$ cat src/hw/msp_consts.vh
`ifndef MSP_CONSTS_VH
`define MSP_CONSTS_VH
// Register byte offsets
`define MSP_OFF_MODE 12'h000
`define MSP_OFF_DIR 12'h004
`define MSP_OFF_OUT 12'h008
`define MSP_OFF_IN 12'h00c
`define MSP_OFF_CTRL 12'h010
`define MSP_OFF_STAT 12'h014
`define MSP_OFF_IRQ 12'h018
`define MSP_OFF_MASK 12'h01c
`define MSP_OFF_TEMP 12'h020
`define MSP_OFF_BUZZ 12'h024
// Pad numbering within the 8-bit pad group
`define MSP_PAD_TXI 2
`define MSP_PAD_MON 3
`define MSP_PAD_ALM 4
`define MSP_PAD_BUZ 5
// CTRL fields
`define MSP_CTRL_MON_BURST 0
`define MSP_CTRL_ALM_CLR 1
`define MSP_CTRL_TMON_EN 2
`define MSP_CTRL_TMON_PAD_LO 3
`define MSP_CTRL_TMON_PAD_HI 5
`define MSP_CTRL_BUZ_EN 6
// Indicator state codes
`define MSP_NET_OFF 2'h0
`define MSP_NET_SEARCH 2'h1
`define MSP_NET_REG 2'h2
`define MSP_NET_CALL 2'h3
// Timing, in milliseconds, and clock rate
`define MSP_CLK_HZ 250000000
`define MSP_MS_CYCLES (`MSP_CLK_HZ / 1000)
`define MSP_MON_LEAD_MS 300
`define MSP_MON_TAIL_MS 500
`define MSP_MON_TAIL_MAX_MS 1000
`define MSP_BLINK_PERIOD_MS 3000
`define MSP_BLINK_ON_MS 300
`define MSP_FAST_PERIOD_MS 1000
`define MSP_FAST_ON_MS 500
`endif

$ cat src/hw/msp_status_pins.v
// The implementer's own choices: the APB register port and the register offsets.
`timescale 1ns/1ps
`include "msp_consts.vh"
// Notes on behaviour
// [RL1] An input pad reports the level an external output drives onto it.
// [RL2] Input pads are read only and return the sampled level at read time.
// [RL3] Output pads drive the last written value; reading returns that value.
// [RL4] Transmit-inhibit pad held low disables the radio transmitter.
// [RL5] Monitor pad is high while transmitting, low once activity ends.
// [RL6] Call-wide mode holds the monitor high for the whole call.
// [RL7] Call-wide mode raises the monitor 300 ms before the first burst.
// [RL8] Call-wide mode drops the monitor 500 ms to 1 s after last burst.
// [RL9] Burst mode makes the monitor follow each transmit burst.
// [RL10] Alarm pad goes high at alarm time, stays high until cleared.
// [RL11] Alarm pad is high throughout reset.
// [RL12] Buzzer pad emits a square wave tone for an external driver.
// [RL13] Over-temperature pad goes high once temperature reaches the maximum.
// [RL14] A pad used for over-temperature loses its alternate function.
// [RL15] Indicator off when device off, steadily on during a call.
// [RL16] Indicator pin level is the inverse of the indicator state.
// [RL17] Registered: indicator blinks, 3 s period, 0.3 s on.
// [RL18] Search or not registered: indicator blinks 1 s period, 0.5 s on.
module msp_status_pins #(
    parameter MS_CYCLES = `MSP_MS_CYCLES,
    parameter TEMP_W = 8
) (
    input wire core_clk,
    input wire reset_n,
    input wire psel,
    input wire penable,
    input wire pwrite,
    input wire [11:0] paddr,
    input wire [31:0] pwdata,
    output reg [31:0] prdata,
    output wire pready,
    output wire pslverr,
    input wire [7:0] pad_in,
    output wire [7:0] pad_out,
    output wire [7:0] pad_oe,
    input wire call_active,
    input wire tx_burst,
    input wire tx_burst_soon,
    input wire alarm_due,
    input wire [TEMP_W-1:0] temp_now,
    input wire [1:0] net_state,
    output wire tx_enable,
    output wire network_status_indicator,
    output wire irq
);

    // Pad inputs are asynchronous to the core clock.
    // Pad input synchroniser, first stage read only by the second
    reg [7:0] pad_s1_q;
    reg [7:0] pad_s2_q;
    always @(posedge core_clk or negedge reset_n) begin
        if (!reset_n) begin
            // Pads idle high through pull-ups, so start high to avoid a false edge
            pad_s1_q <= 8'hff;
            pad_s2_q <= 8'hff;
        end else begin
            pad_s1_q <= pad_in;
            pad_s2_q <= pad_s1_q; // [RL1]
        end
    end

    // Millisecond tick from the core clock. All slow timing runs off this one
    // enable so the whole block stays on a single clock; the price is that
    // every millisecond figure is only good to one tick.
    reg [31:0] ms_cnt_q;
    wire ms_tick = (ms_cnt_q == MS_CYCLES - 1);
    always @(posedge core_clk or negedge reset_n) begin
        if (!reset_n) begin
            ms_cnt_q <= 32'h0000_0000;
        end else if (ms_tick) begin
            ms_cnt_q <= 32'h0000_0000;
        end else begin
            ms_cnt_q <= ms_cnt_q + 32'h0000_0001;
        end
    end

    // Software registers. Only the low bits of each word are kept; the rest
    // read back as zero.
    reg [7:0] mode_q;
    reg [7:0] dir_q;
    reg [7:0] out_q;
    reg [6:0] ctrl_q;
    reg [4:0] mask_q;
    reg [4:0] irq_q;
    reg [TEMP_W-1:0] temp_max_q;
    reg [15:0] buzz_half_q;
    reg alarm_q;
    reg mon_q;
    reg ot_q;

    // Access phase strobes; a transfer takes effect on its single access edge
    wire wr_en = psel && penable && pwrite;
    wire rd_en = psel && penable && !pwrite;
    wire mon_burst = ctrl_q[`MSP_CTRL_MON_BURST];
    wire tmon_en = ctrl_q[`MSP_CTRL_TMON_EN];
    wire [2:0] tmon_pad = ctrl_q[`MSP_CTRL_TMON_PAD_HI:`MSP_CTRL_TMON_PAD_LO];

    // Known offsets answer, others raise slave error
    function mapped;
        input [11:0] a;
        begin
            mapped = (a == `MSP_OFF_MODE) || (a == `MSP_OFF_DIR) ||
                     (a == `MSP_OFF_OUT) || (a == `MSP_OFF_IN) ||
                     (a == `MSP_OFF_CTRL) || (a == `MSP_OFF_STAT) ||
                     (a == `MSP_OFF_IRQ) || (a == `MSP_OFF_MASK) ||
                     (a == `MSP_OFF_TEMP) || (a == `MSP_OFF_BUZZ);
        end
    endfunction

    // Temperature monitor owns a pad when enabled and pointed at it; this
    // decides both the pad mux and whether the inhibit input is still live
    function ot_owns;
        input en;
        input [2:0] sel;
        input [2:0] pad;
        begin
            ot_owns = en && (sel == pad);
        end
    endfunction

    // An alternate output exists only on the monitor, alarm and buzzer pads;
    // the inhibit pad is an input in alternate mode and never drives
    function alt_drives;
        input [2:0] pad;
        begin
            alt_drives = (pad == `MSP_PAD_MON) || (pad == `MSP_PAD_ALM) ||
                         (pad == `MSP_PAD_BUZ);
        end
    endfunction

    // Nothing here needs time to answer, so the slave never stalls the host
    // Zero wait states keep the host path simple
    assign pready = 1'b1;
    assign pslverr = psel && penable && !mapped(paddr);

    always @(posedge core_clk or negedge reset_n) begin
        if (!reset_n) begin
            mode_q <= 8'h00;
            dir_q <= 8'h00;
            out_q <= 8'h00;
            ctrl_q <= 7'h00;
            mask_q <= 5'h00;
            temp_max_q <= {TEMP_W{1'b1}};
            buzz_half_q <= 16'h0001;
        end else if (wr_en) begin
            case (paddr)
                `MSP_OFF_MODE: mode_q <= pwdata[7:0];
                `MSP_OFF_DIR: dir_q <= pwdata[7:0];
                `MSP_OFF_OUT: out_q <= pwdata[7:0]; // [RL3]
                `MSP_OFF_CTRL: ctrl_q <= {pwdata[6:2], 1'b0, pwdata[0]};
                `MSP_OFF_MASK: mask_q <= pwdata[4:0];
                `MSP_OFF_TEMP: temp_max_q <= pwdata[TEMP_W-1:0];
                `MSP_OFF_BUZZ: buzz_half_q <= pwdata[15:0];
                default: ;
            endcase
        end
    end

    // Dedicated alarm clear is a self-clearing write bit
    wire alarm_clr = wr_en && (paddr == `MSP_OFF_CTRL) && pwdata[`MSP_CTRL_ALM_CLR];

    // A clear landing in the cycle the alarm fires is lost on purpose: dropping
    // a wake-up is worse than a late clear.
    // Alarm latch: reset value high, due wins over clear
    always @(posedge core_clk or negedge reset_n) begin
        if (!reset_n) begin
            alarm_q <= 1'b1; // [RL11]
        end else if (alarm_due) begin
            alarm_q <= 1'b1; // [RL10]
        end else if (alarm_clr) begin
            alarm_q <= 1'b0; // [RL10]
        end
    end

    // No hysteresis: a reading hovering at the limit makes the flag chatter,
    // so firmware should set the limit with some margin.
    // Over-temperature flag follows the comparison
    always @(posedge core_clk or negedge reset_n) begin
        if (!reset_n) begin
            ot_q <= 1'b0;
        end else begin
            ot_q <= tmon_en && (temp_now >= temp_max_q); // [RL13]
        end
    end

    // Call-wide monitor: lead from the early warning, tail after last burst
    // The block cannot see the future, so the lead comes from the early-burst
    // warning that the radio core gives ahead of time. The tail is the
    // shortest allowed hang time, which keeps the pad honest about activity
    // while still bridging the gaps between bursts of one call.
    // One-hot states
    localparam ST_IDLE = 3'b001;
    localparam ST_LEAD = 3'b010;
    localparam ST_TAIL = 3'b100;
    reg [2:0] mst_q;
    reg [15:0] mtim_q;
    always @(posedge core_clk or negedge reset_n) begin
        if (!reset_n) begin
            mst_q <= ST_IDLE;
            mtim_q <= 16'h0000;
            mon_q <= 1'b0;
        end else if (mon_burst) begin
            // Burst mode bypasses the state machine entirely
            mst_q <= ST_IDLE;
            mon_q <= tx_burst; // [RL9]
        end else begin
            case (mst_q)
                ST_IDLE: begin
                    mon_q <= 1'b0;
                    // Warning arrives 300 ms ahead of the first burst
                    if (tx_burst_soon || tx_burst || call_active) begin
                        mon_q <= 1'b1; // [RL7]
                        mst_q <= ST_LEAD;
                    end
                end
                ST_LEAD: begin
                    mon_q <= 1'b1; // [RL6]
                    mtim_q <= 16'h0000;
                    if (!call_active && !tx_burst && !tx_burst_soon) begin
                        mst_q <= ST_TAIL;
                    end
                end
                ST_TAIL: begin
                    // Tail timer restarts on any new burst
                    if (tx_burst || call_active) begin
                        mst_q <= ST_LEAD;
                    end else if (mtim_q == `MSP_MON_TAIL_MS) begin
                        mon_q <= 1'b0; // [RL8]
                        mst_q <= ST_IDLE;
                    end else if (ms_tick) begin
                        mtim_q <= mtim_q + 16'h0001;
                    end
                end
                default: mst_q <= ST_IDLE;
            endcase
        end
    end

    // Buzzer square wave, half period in core clocks
    // Tone pitch is set by software; cadence of rings and melodies is built
    // by toggling the enable.
    reg [15:0] bz_cnt_q;
    reg bz_q;
    always @(posedge core_clk or negedge reset_n) begin
        if (!reset_n) begin
            bz_cnt_q <= 16'h0000;
            bz_q <= 1'b0;
        end else if (!ctrl_q[`MSP_CTRL_BUZ_EN]) begin
            bz_cnt_q <= 16'h0000;
            bz_q <= 1'b0;
        end else if (bz_cnt_q >= buzz_half_q - 16'h0001) begin
            bz_cnt_q <= 16'h0000;
            bz_q <= ~bz_q; // [RL12]
        end else begin
            bz_cnt_q <= bz_cnt_q + 16'h0001;
        end
    end

    // Indicator blink timer in milliseconds
    // One shared counter serves both blink rates; a change of state may cut
    // one phase short, which an eye will not notice.
    reg [11:0] blk_q;
    reg led_q;
    // Period depends on the state being shown
    wire [11:0] blk_per = (net_state == `MSP_NET_REG) ? 12'd3000 : 12'd1000;
    always @(posedge core_clk or negedge reset_n) begin
        if (!reset_n) begin
            blk_q <= 12'h000;
        end else if (ms_tick) begin
            blk_q <= (blk_q >= blk_per - 12'h001) ? 12'h000 : blk_q + 12'h001;
        end
    end
    always @(posedge core_clk or negedge reset_n) begin
        if (!reset_n) begin
            led_q <= 1'b0;
        end else begin
            // Indicator pattern per network state, registered to avoid glitches
            case (net_state)
                `MSP_NET_OFF: led_q <= 1'b0; // [RL15]
                `MSP_NET_CALL: led_q <= 1'b1; // [RL15]
                `MSP_NET_REG: led_q <= (blk_q < `MSP_BLINK_ON_MS); // [RL17]
                default: led_q <= (blk_q < `MSP_FAST_ON_MS); // [RL18]
            endcase
        end
    end
    assign network_status_indicator = ~led_q; // [RL16]

    // Pad mux: temperature pad overrides alternate function
    // Priority per pad: reset hold on the alarm pad, then temperature, then
    // the alternate function, then the plain output register.
    wire [7:0] alt_val;
    assign alt_val[`MSP_PAD_MON] = mon_q; // [RL5]
    assign alt_val[`MSP_PAD_ALM] = alarm_q;
    assign alt_val[`MSP_PAD_BUZ] = bz_q;
    assign alt_val[`MSP_PAD_TXI] = 1'b0;
    assign alt_val[1:0] = 2'b00;
    assign alt_val[7:6] = 2'b00;
    genvar g;
    generate
        for (g = 0; g < 8; g = g + 1) begin : g_pad
            // Pad index at the width of the select field
            localparam [2:0] PIDX = g;
            wire is_ot = ot_owns(tmon_en, tmon_pad, PIDX);
            wire alt_out = mode_q[g] && !is_ot && alt_drives(PIDX); // [RL14]
            // Alarm pad shows high while reset is held, whatever its mode
            wire rst_hi = (PIDX == `MSP_PAD_ALM) && !reset_n; // [RL11]
            assign pad_oe[g] = rst_hi || is_ot || alt_out || (!mode_q[g] && dir_q[g]);
            assign pad_out[g] = rst_hi || (is_ot ? ot_q : (alt_out ? alt_val[g] : out_q[g]));
        end
    endgenerate

    // Inhibit only when alternate mode is live and not lost to temp monitor.
    // The pin is synchronised first, so inhibit lags the pin by two clocks.
    localparam [2:0] TXI_IDX = `MSP_PAD_TXI;
    wire txi_live = mode_q[`MSP_PAD_TXI] && !ot_owns(tmon_en, tmon_pad, TXI_IDX);
    assign tx_enable = !(txi_live && !pad_s2_q[`MSP_PAD_TXI]); // [RL4]

    // Sticky events: bit0 alarm rise, bit1 overtemp rise, bit2 burst,
    // bit3 inhibit fall, bit4 pad 0 rise. Each edge detector (burst is a plain level and has none) has its own delay
    // stage, reset to the idle level of what it watches, so that leaving
    // reset does not look like an edge.
    reg ot_d1_q;
    reg txi_d1_q;
    reg alm_d1_q;
    reg p0_d1_q;
    wire ev_alarm = alarm_q && !alm_d1_q; // [RL10]
    wire ev_ot = ot_q && !ot_d1_q; // [RL13]
    wire ev_burst = tx_burst;
    wire ev_inhibit = txi_live && txi_d1_q && !pad_s2_q[`MSP_PAD_TXI]; // [RL4]
    wire ev_pad0 = pad_s2_q[0] && !p0_d1_q; // [RL1]
    wire [4:0] ev = {ev_pad0, ev_inhibit, ev_burst, ev_ot, ev_alarm};
    wire irq_rd = rd_en && (paddr == `MSP_OFF_IRQ);
    always @(posedge core_clk or negedge reset_n) begin
        if (!reset_n) begin
            irq_q <= 5'h00;
            ot_d1_q <= 1'b0;
            txi_d1_q <= 1'b1;
            alm_d1_q <= 1'b1;
            p0_d1_q <= 1'b1;
        end else begin
            ot_d1_q <= ot_q;
            txi_d1_q <= pad_s2_q[`MSP_PAD_TXI];
            p0_d1_q <= pad_s2_q[0];
            alm_d1_q <= alarm_q;
            // New events win over the read clear
            irq_q <= (irq_rd ? 5'h00 : irq_q) | ev;
        end
    end
    // Level interrupt; status stays sticky even when masked
    assign irq = |(irq_q & mask_q);

    // Status snapshot, one bit per live function and two for the network state
    wire [7:0] stat_w = {led_q, ~tx_enable, ot_q, alarm_q, mon_q, net_state, bz_q};

    // Read mux; input pads show sampled level
    // Reads have no side effect except the interrupt status clear
    always @* begin
        case (paddr)
            `MSP_OFF_MODE: prdata = {24'h000000, mode_q};
            `MSP_OFF_DIR: prdata = {24'h000000, dir_q};
            `MSP_OFF_OUT: prdata = {24'h000000, out_q}; // [RL3]
            `MSP_OFF_IN: prdata = {24'h000000, pad_s2_q}; // [RL2]
            `MSP_OFF_CTRL: prdata = {25'h0000000, ctrl_q};
            `MSP_OFF_STAT: prdata = {24'h000000, stat_w};
            `MSP_OFF_IRQ: prdata = {27'h0000000, irq_q};
            `MSP_OFF_MASK: prdata = {27'h0000000, mask_q};
            `MSP_OFF_TEMP: prdata = {{(32-TEMP_W){1'b0}}, temp_max_q};
            `MSP_OFF_BUZZ: prdata = {16'h0000, buzz_half_q};
            default: prdata = 32'h0000_0000;
        endcase
    end

endmodule

$ cat config.mk
export PLATFORM = sky130hd
export DESIGN_NAME = msp_status_pins
export DESIGN_NICKNAME = d
export VERILOG_FILES = /design/src/hw/msp_status_pins.v
export VERILOG_INCLUDE_DIRS = /design/src /design/src/hw
export SDC_FILE = /design/constraint.sdc
export NUM_CORES = 1
export LEC_CHECK = 0
export BUFFER_PORTS_ARGS = -buffer_cell sky130_fd_sc_hd__buf_2
export CAP_MARGIN = 5
export CORE_ASPECT_RATIO = 0.8
export CORE_MARGIN = 2
export CORE_UTILIZATION = 35
export DETAILED_ROUTE_END_ITERATION = 8
export GPL_TIMING_DRIVEN = 1
export PLACE_DENSITY_LB_ADDON = 0.2
export SYNTH_ARGS = -nofsm -noshare
export SYNTH_HDL_FRONTEND = slang
export SYNTH_SLANG_ARGS = --single-unit
export TNS_END_PERCENT = 5
$ cat constraint.sdc
create_clock -name core_clk -period 3.8 [get_ports core_clk]
set_clock_uncertainty 0.05 [all_clocks]
set_input_delay 0.19 -clock core_clk [delete_from_list [all_inputs] [get_ports core_clk]]
set_output_delay 0.19 -clock core_clk [all_outputs]
set_load 0.03 [all_outputs]
==> flow_metrics.py <==
metrics = {
    "yosys": {
        "yosysWarnings": 0,
        "synth.top_cell.area_share": 0.381,
        "synth_ff_type": "dfrtp_1",
        "synth-seq-cells": 168,
        "ys_types": 65,
        "async_flop_share": 1.00,
        "syn-cell-area_um2": 9060,
        "syn_avg_cell_area_um2": 10.0,
        "synth_edf_count": 0,
        "ys_seq_area_frac": 0.468,
        "synth_area_leaders": "dfrtp_1 38%, dfstp_2 8.7%, mux2_2 6.5%",
        "netlist_instances": 904,
        "yosysTopAreaCell": "dfrtp_1",
    },
    "drt": {
        "wl_met2_mm": 10.2,
        "highest_layer": "met4",
        "via_count": 7001,
        "drc": 0,
        "wirelength_met1_mm": 11.4,
        "wl_per_cell_um": 16.6,
        "viasPerCell": 5.12,
        "drt_first_pass_iters": 5,
        "antenna_left": 0,
        "routed_wl_mm": 22.8,
        "dr.first_iter.drc_count": 418,
        "route.met3.wl_um": 932,
    },
    "grt": {
        "antenna_found_initial": 0,
        "grt_max_degree": 74,
        "track_usage": 0.172,
        "grt_pass1_vias": 6830,
        "grt_pass1_wl_mm": 36.4,
        "grt_overflow": 0,
    },
    "hold_path": {
        "holdPathStages": 3,
        "hp-start": "pwdata[4]",
        "holdCritPathClass": "in -> reg",
    },
    "sta": {
        "slew_viol_final": 0,
        "setup_viol": 0,
        "worstMarginPinSlew_ps": 915,
        "fin_crit_sh": 0.828,
        "setup-tns-final_ps": 0,
        "hold_viol": 0,
        "maxSlewHeadroom": 0.390,
        "rsz0062_at_grt": "false",
        "fin_hold_ws_ps": 22.8,
        "fmax_mhz": 318,
        "period_needed_ps": 3150,
    },
    "floorplanning": {
        "core_um2": 25400,
        "initial_core_util": 0.357,
        "die_h_um": 148,
        "ios": 124,
        "die_width_um": 184,
        "rows": 52,
        "die_area_um2": 27200,
    },
    "placed_design": {
        "place_area_um2": 9870,
        "place_congestion": 0.823,
        "hpwl_mm": 16.2,
        "io_buffers": 90,
    },
    "power_and_ir_drop": {
        "vdd_drop_max_uv": 324,
        "leakage_nw": 5.00,
        "powerDensity_nw_per_um2": 372,
        "power_mw": 4.00,
    },
    "final_layout": {
        "finish.utilization": 0.423,
        "syn_to_final_growth_pct": 18.5,
        "antenna_cells": 0,
        "fill_cells": 2446,
        "drive_above_1_share": 0.223,
        "stdcell_area_um2": 10700,
        "final_common_cell": "dfrtp_1",
        "final_cell_mix": "138 x dfrtp_1, 99 x nor2_1, 89 x nand2_1, 89 x buf_2, 52 x mux2_2",
        "seqCellArea_um2": 4240,
        "final_nets": 1135,
        "multi_input_area_um2": 4530,
    },
    "clock_network": {
        "clk_pin_slew_worst_paths_ps": 70,
        "numCtsBuffers": 17,
        "h-tree-depth": 4,
        "tritoncts": "yes",
        "cts_root_buf": "clkbuf_16",
        "clock_path_buffers": 2,
        "cts_setup_buffers": 0,
        "clk_latency_ps": 430,
        "clock-sinks": 168,
    },
    "run_status": {
        "outcome": "finished clean",
    },
    "run": {
        "max_cap_viol_count": 0,
    },
    "critical_path": {
        "rr_startpoint": "buzz_half_q[3]",
        "crit_type": "reg -> reg",
        "crit_start": "buzz_half_q[3]",
        "path_max_fanout": 16,
        "worst_r2r_path_depth": 14,
        "cp-start-kind": "flip-flop",
        "end_kind": "flip-flop",
        "arrival_ps": 3460,
        "required_ps": 4110,
    },
}
Yosys cell counts, types with 3 or more instances:
cell type,n
dfrtp_1,138
or4_1,7
nor2b_1,13
xnor2_1,36
xor2_1,31
nor3_1,15
nand4_1,16
o21ai_0,46
ha_1,33
dfstp_2,30
nor4b_1,3
mux2i_1,9
nor3b_1,4
a221oi_1,3
and3_1,8
a222oi_1,3
a21o_1,14
inv_1,36
a21oi_1,30
buf_4,17
a22oi_1,12
mux2_2,52
clkbuf_1,16
a22o_1,8
nand2_1,89
nand3_1,44
o211ai_1,4
or3_1,5
nand2b_1,6
nor2_1,99
and4_1,4
nor4_1,15
mux4_2,5
and2_1,12
power breakdown:
group	switching [mW]	internal, mW
logic	0.220	0.127
registers	0.0358	1.83
clock network	0.767	1.01
stage by stage:
stage | std cells | worst slack (ps)
2_1_floorplan | 919 | 911
3_3_place_gp | 1309 | 763
3_5_place_dp | 1309 | 720
4_1_cts | 1368 | 668
5_1_grt | 1368 | 273
6_report | 1368 | 652
cell type report:
class	instances	area share
clock buffer	20	0.0425
clock inverter	12	0.0130
timing repair buffer	131	0.0775
inverter	36	0.0126
sequential	168	0.395
tap	324	0.0377
multi-input combinational	677	0.422
sequential cells by signal (all words and copies together), names as in the netlist, 3 cells and up:
signal	count
mst_q	3
out_q	8
dir_q	8
blk_q	12
ctrl_q	6
pad_s2_q	8
buzz_half_q	16
bz_cnt_q	16
mode_q	8
temp_max_q	8
mask_q	5
mtim_q	16
pad_s1_q	8
irq_q	5
ms_cnt_q	32
cell families after synthesis:
| family | after synthesis | synth area share |
|---|---|---|
| buffers and inverters | 74 | 0.0388 |
| adder cells (fa/ha/maj) | 33 | 0.0456 |
| AO/OA/AOI/OAI | 138 | 0.0969 |
| multiplexers | 66 | 0.0870 |
| XOR/XNOR | 67 | 0.0648 |
| other | 2 | 0.000829 |
| AND/OR/NAND/NOR | 356 | 0.198 |
| flip-flops | 168 | 0.468 |
critical path, stage by stage (launching register included):
cell and delay [ps]:
dfrtp_1 440, nor2_1 170, nand2_1 90, nor2_1 230
and3_1 260, nand2_1 80, xor2_1 150, ha_1 290
a21o_1 180, a21oi_1 120, o21ai_0 110, a2111oi_0 410
a21oi_1 160, buf_4 220, nor2_1 120
timing repair:
item / in CTS / in global routing
gates resized for setup: 0 / 0
hold endpoints to repair: 51 / 0
hold buffers: 27 / 0
layer usage:
metal  up-vias  GRT usage
li1       3427          -
met1      3415      0.247
met5         -          0
met4         0     0.0436
met3        20     0.0330
met2       139      0.267
worst paths after layout:
kind                       slack, ps       endpoint
max                              650   bz_cnt_q[13]
max reg2reg                      650   bz_cnt_q[13]
min                               20  temp_max_q[4]
max in group asynchronous       2340   ms_cnt_q[26]
min in group asynchronous        140       dir_q[6]
min reg2reg                      310    pad_s2_q[2]
Note: power is estimated with default switching activity, not from simulation.
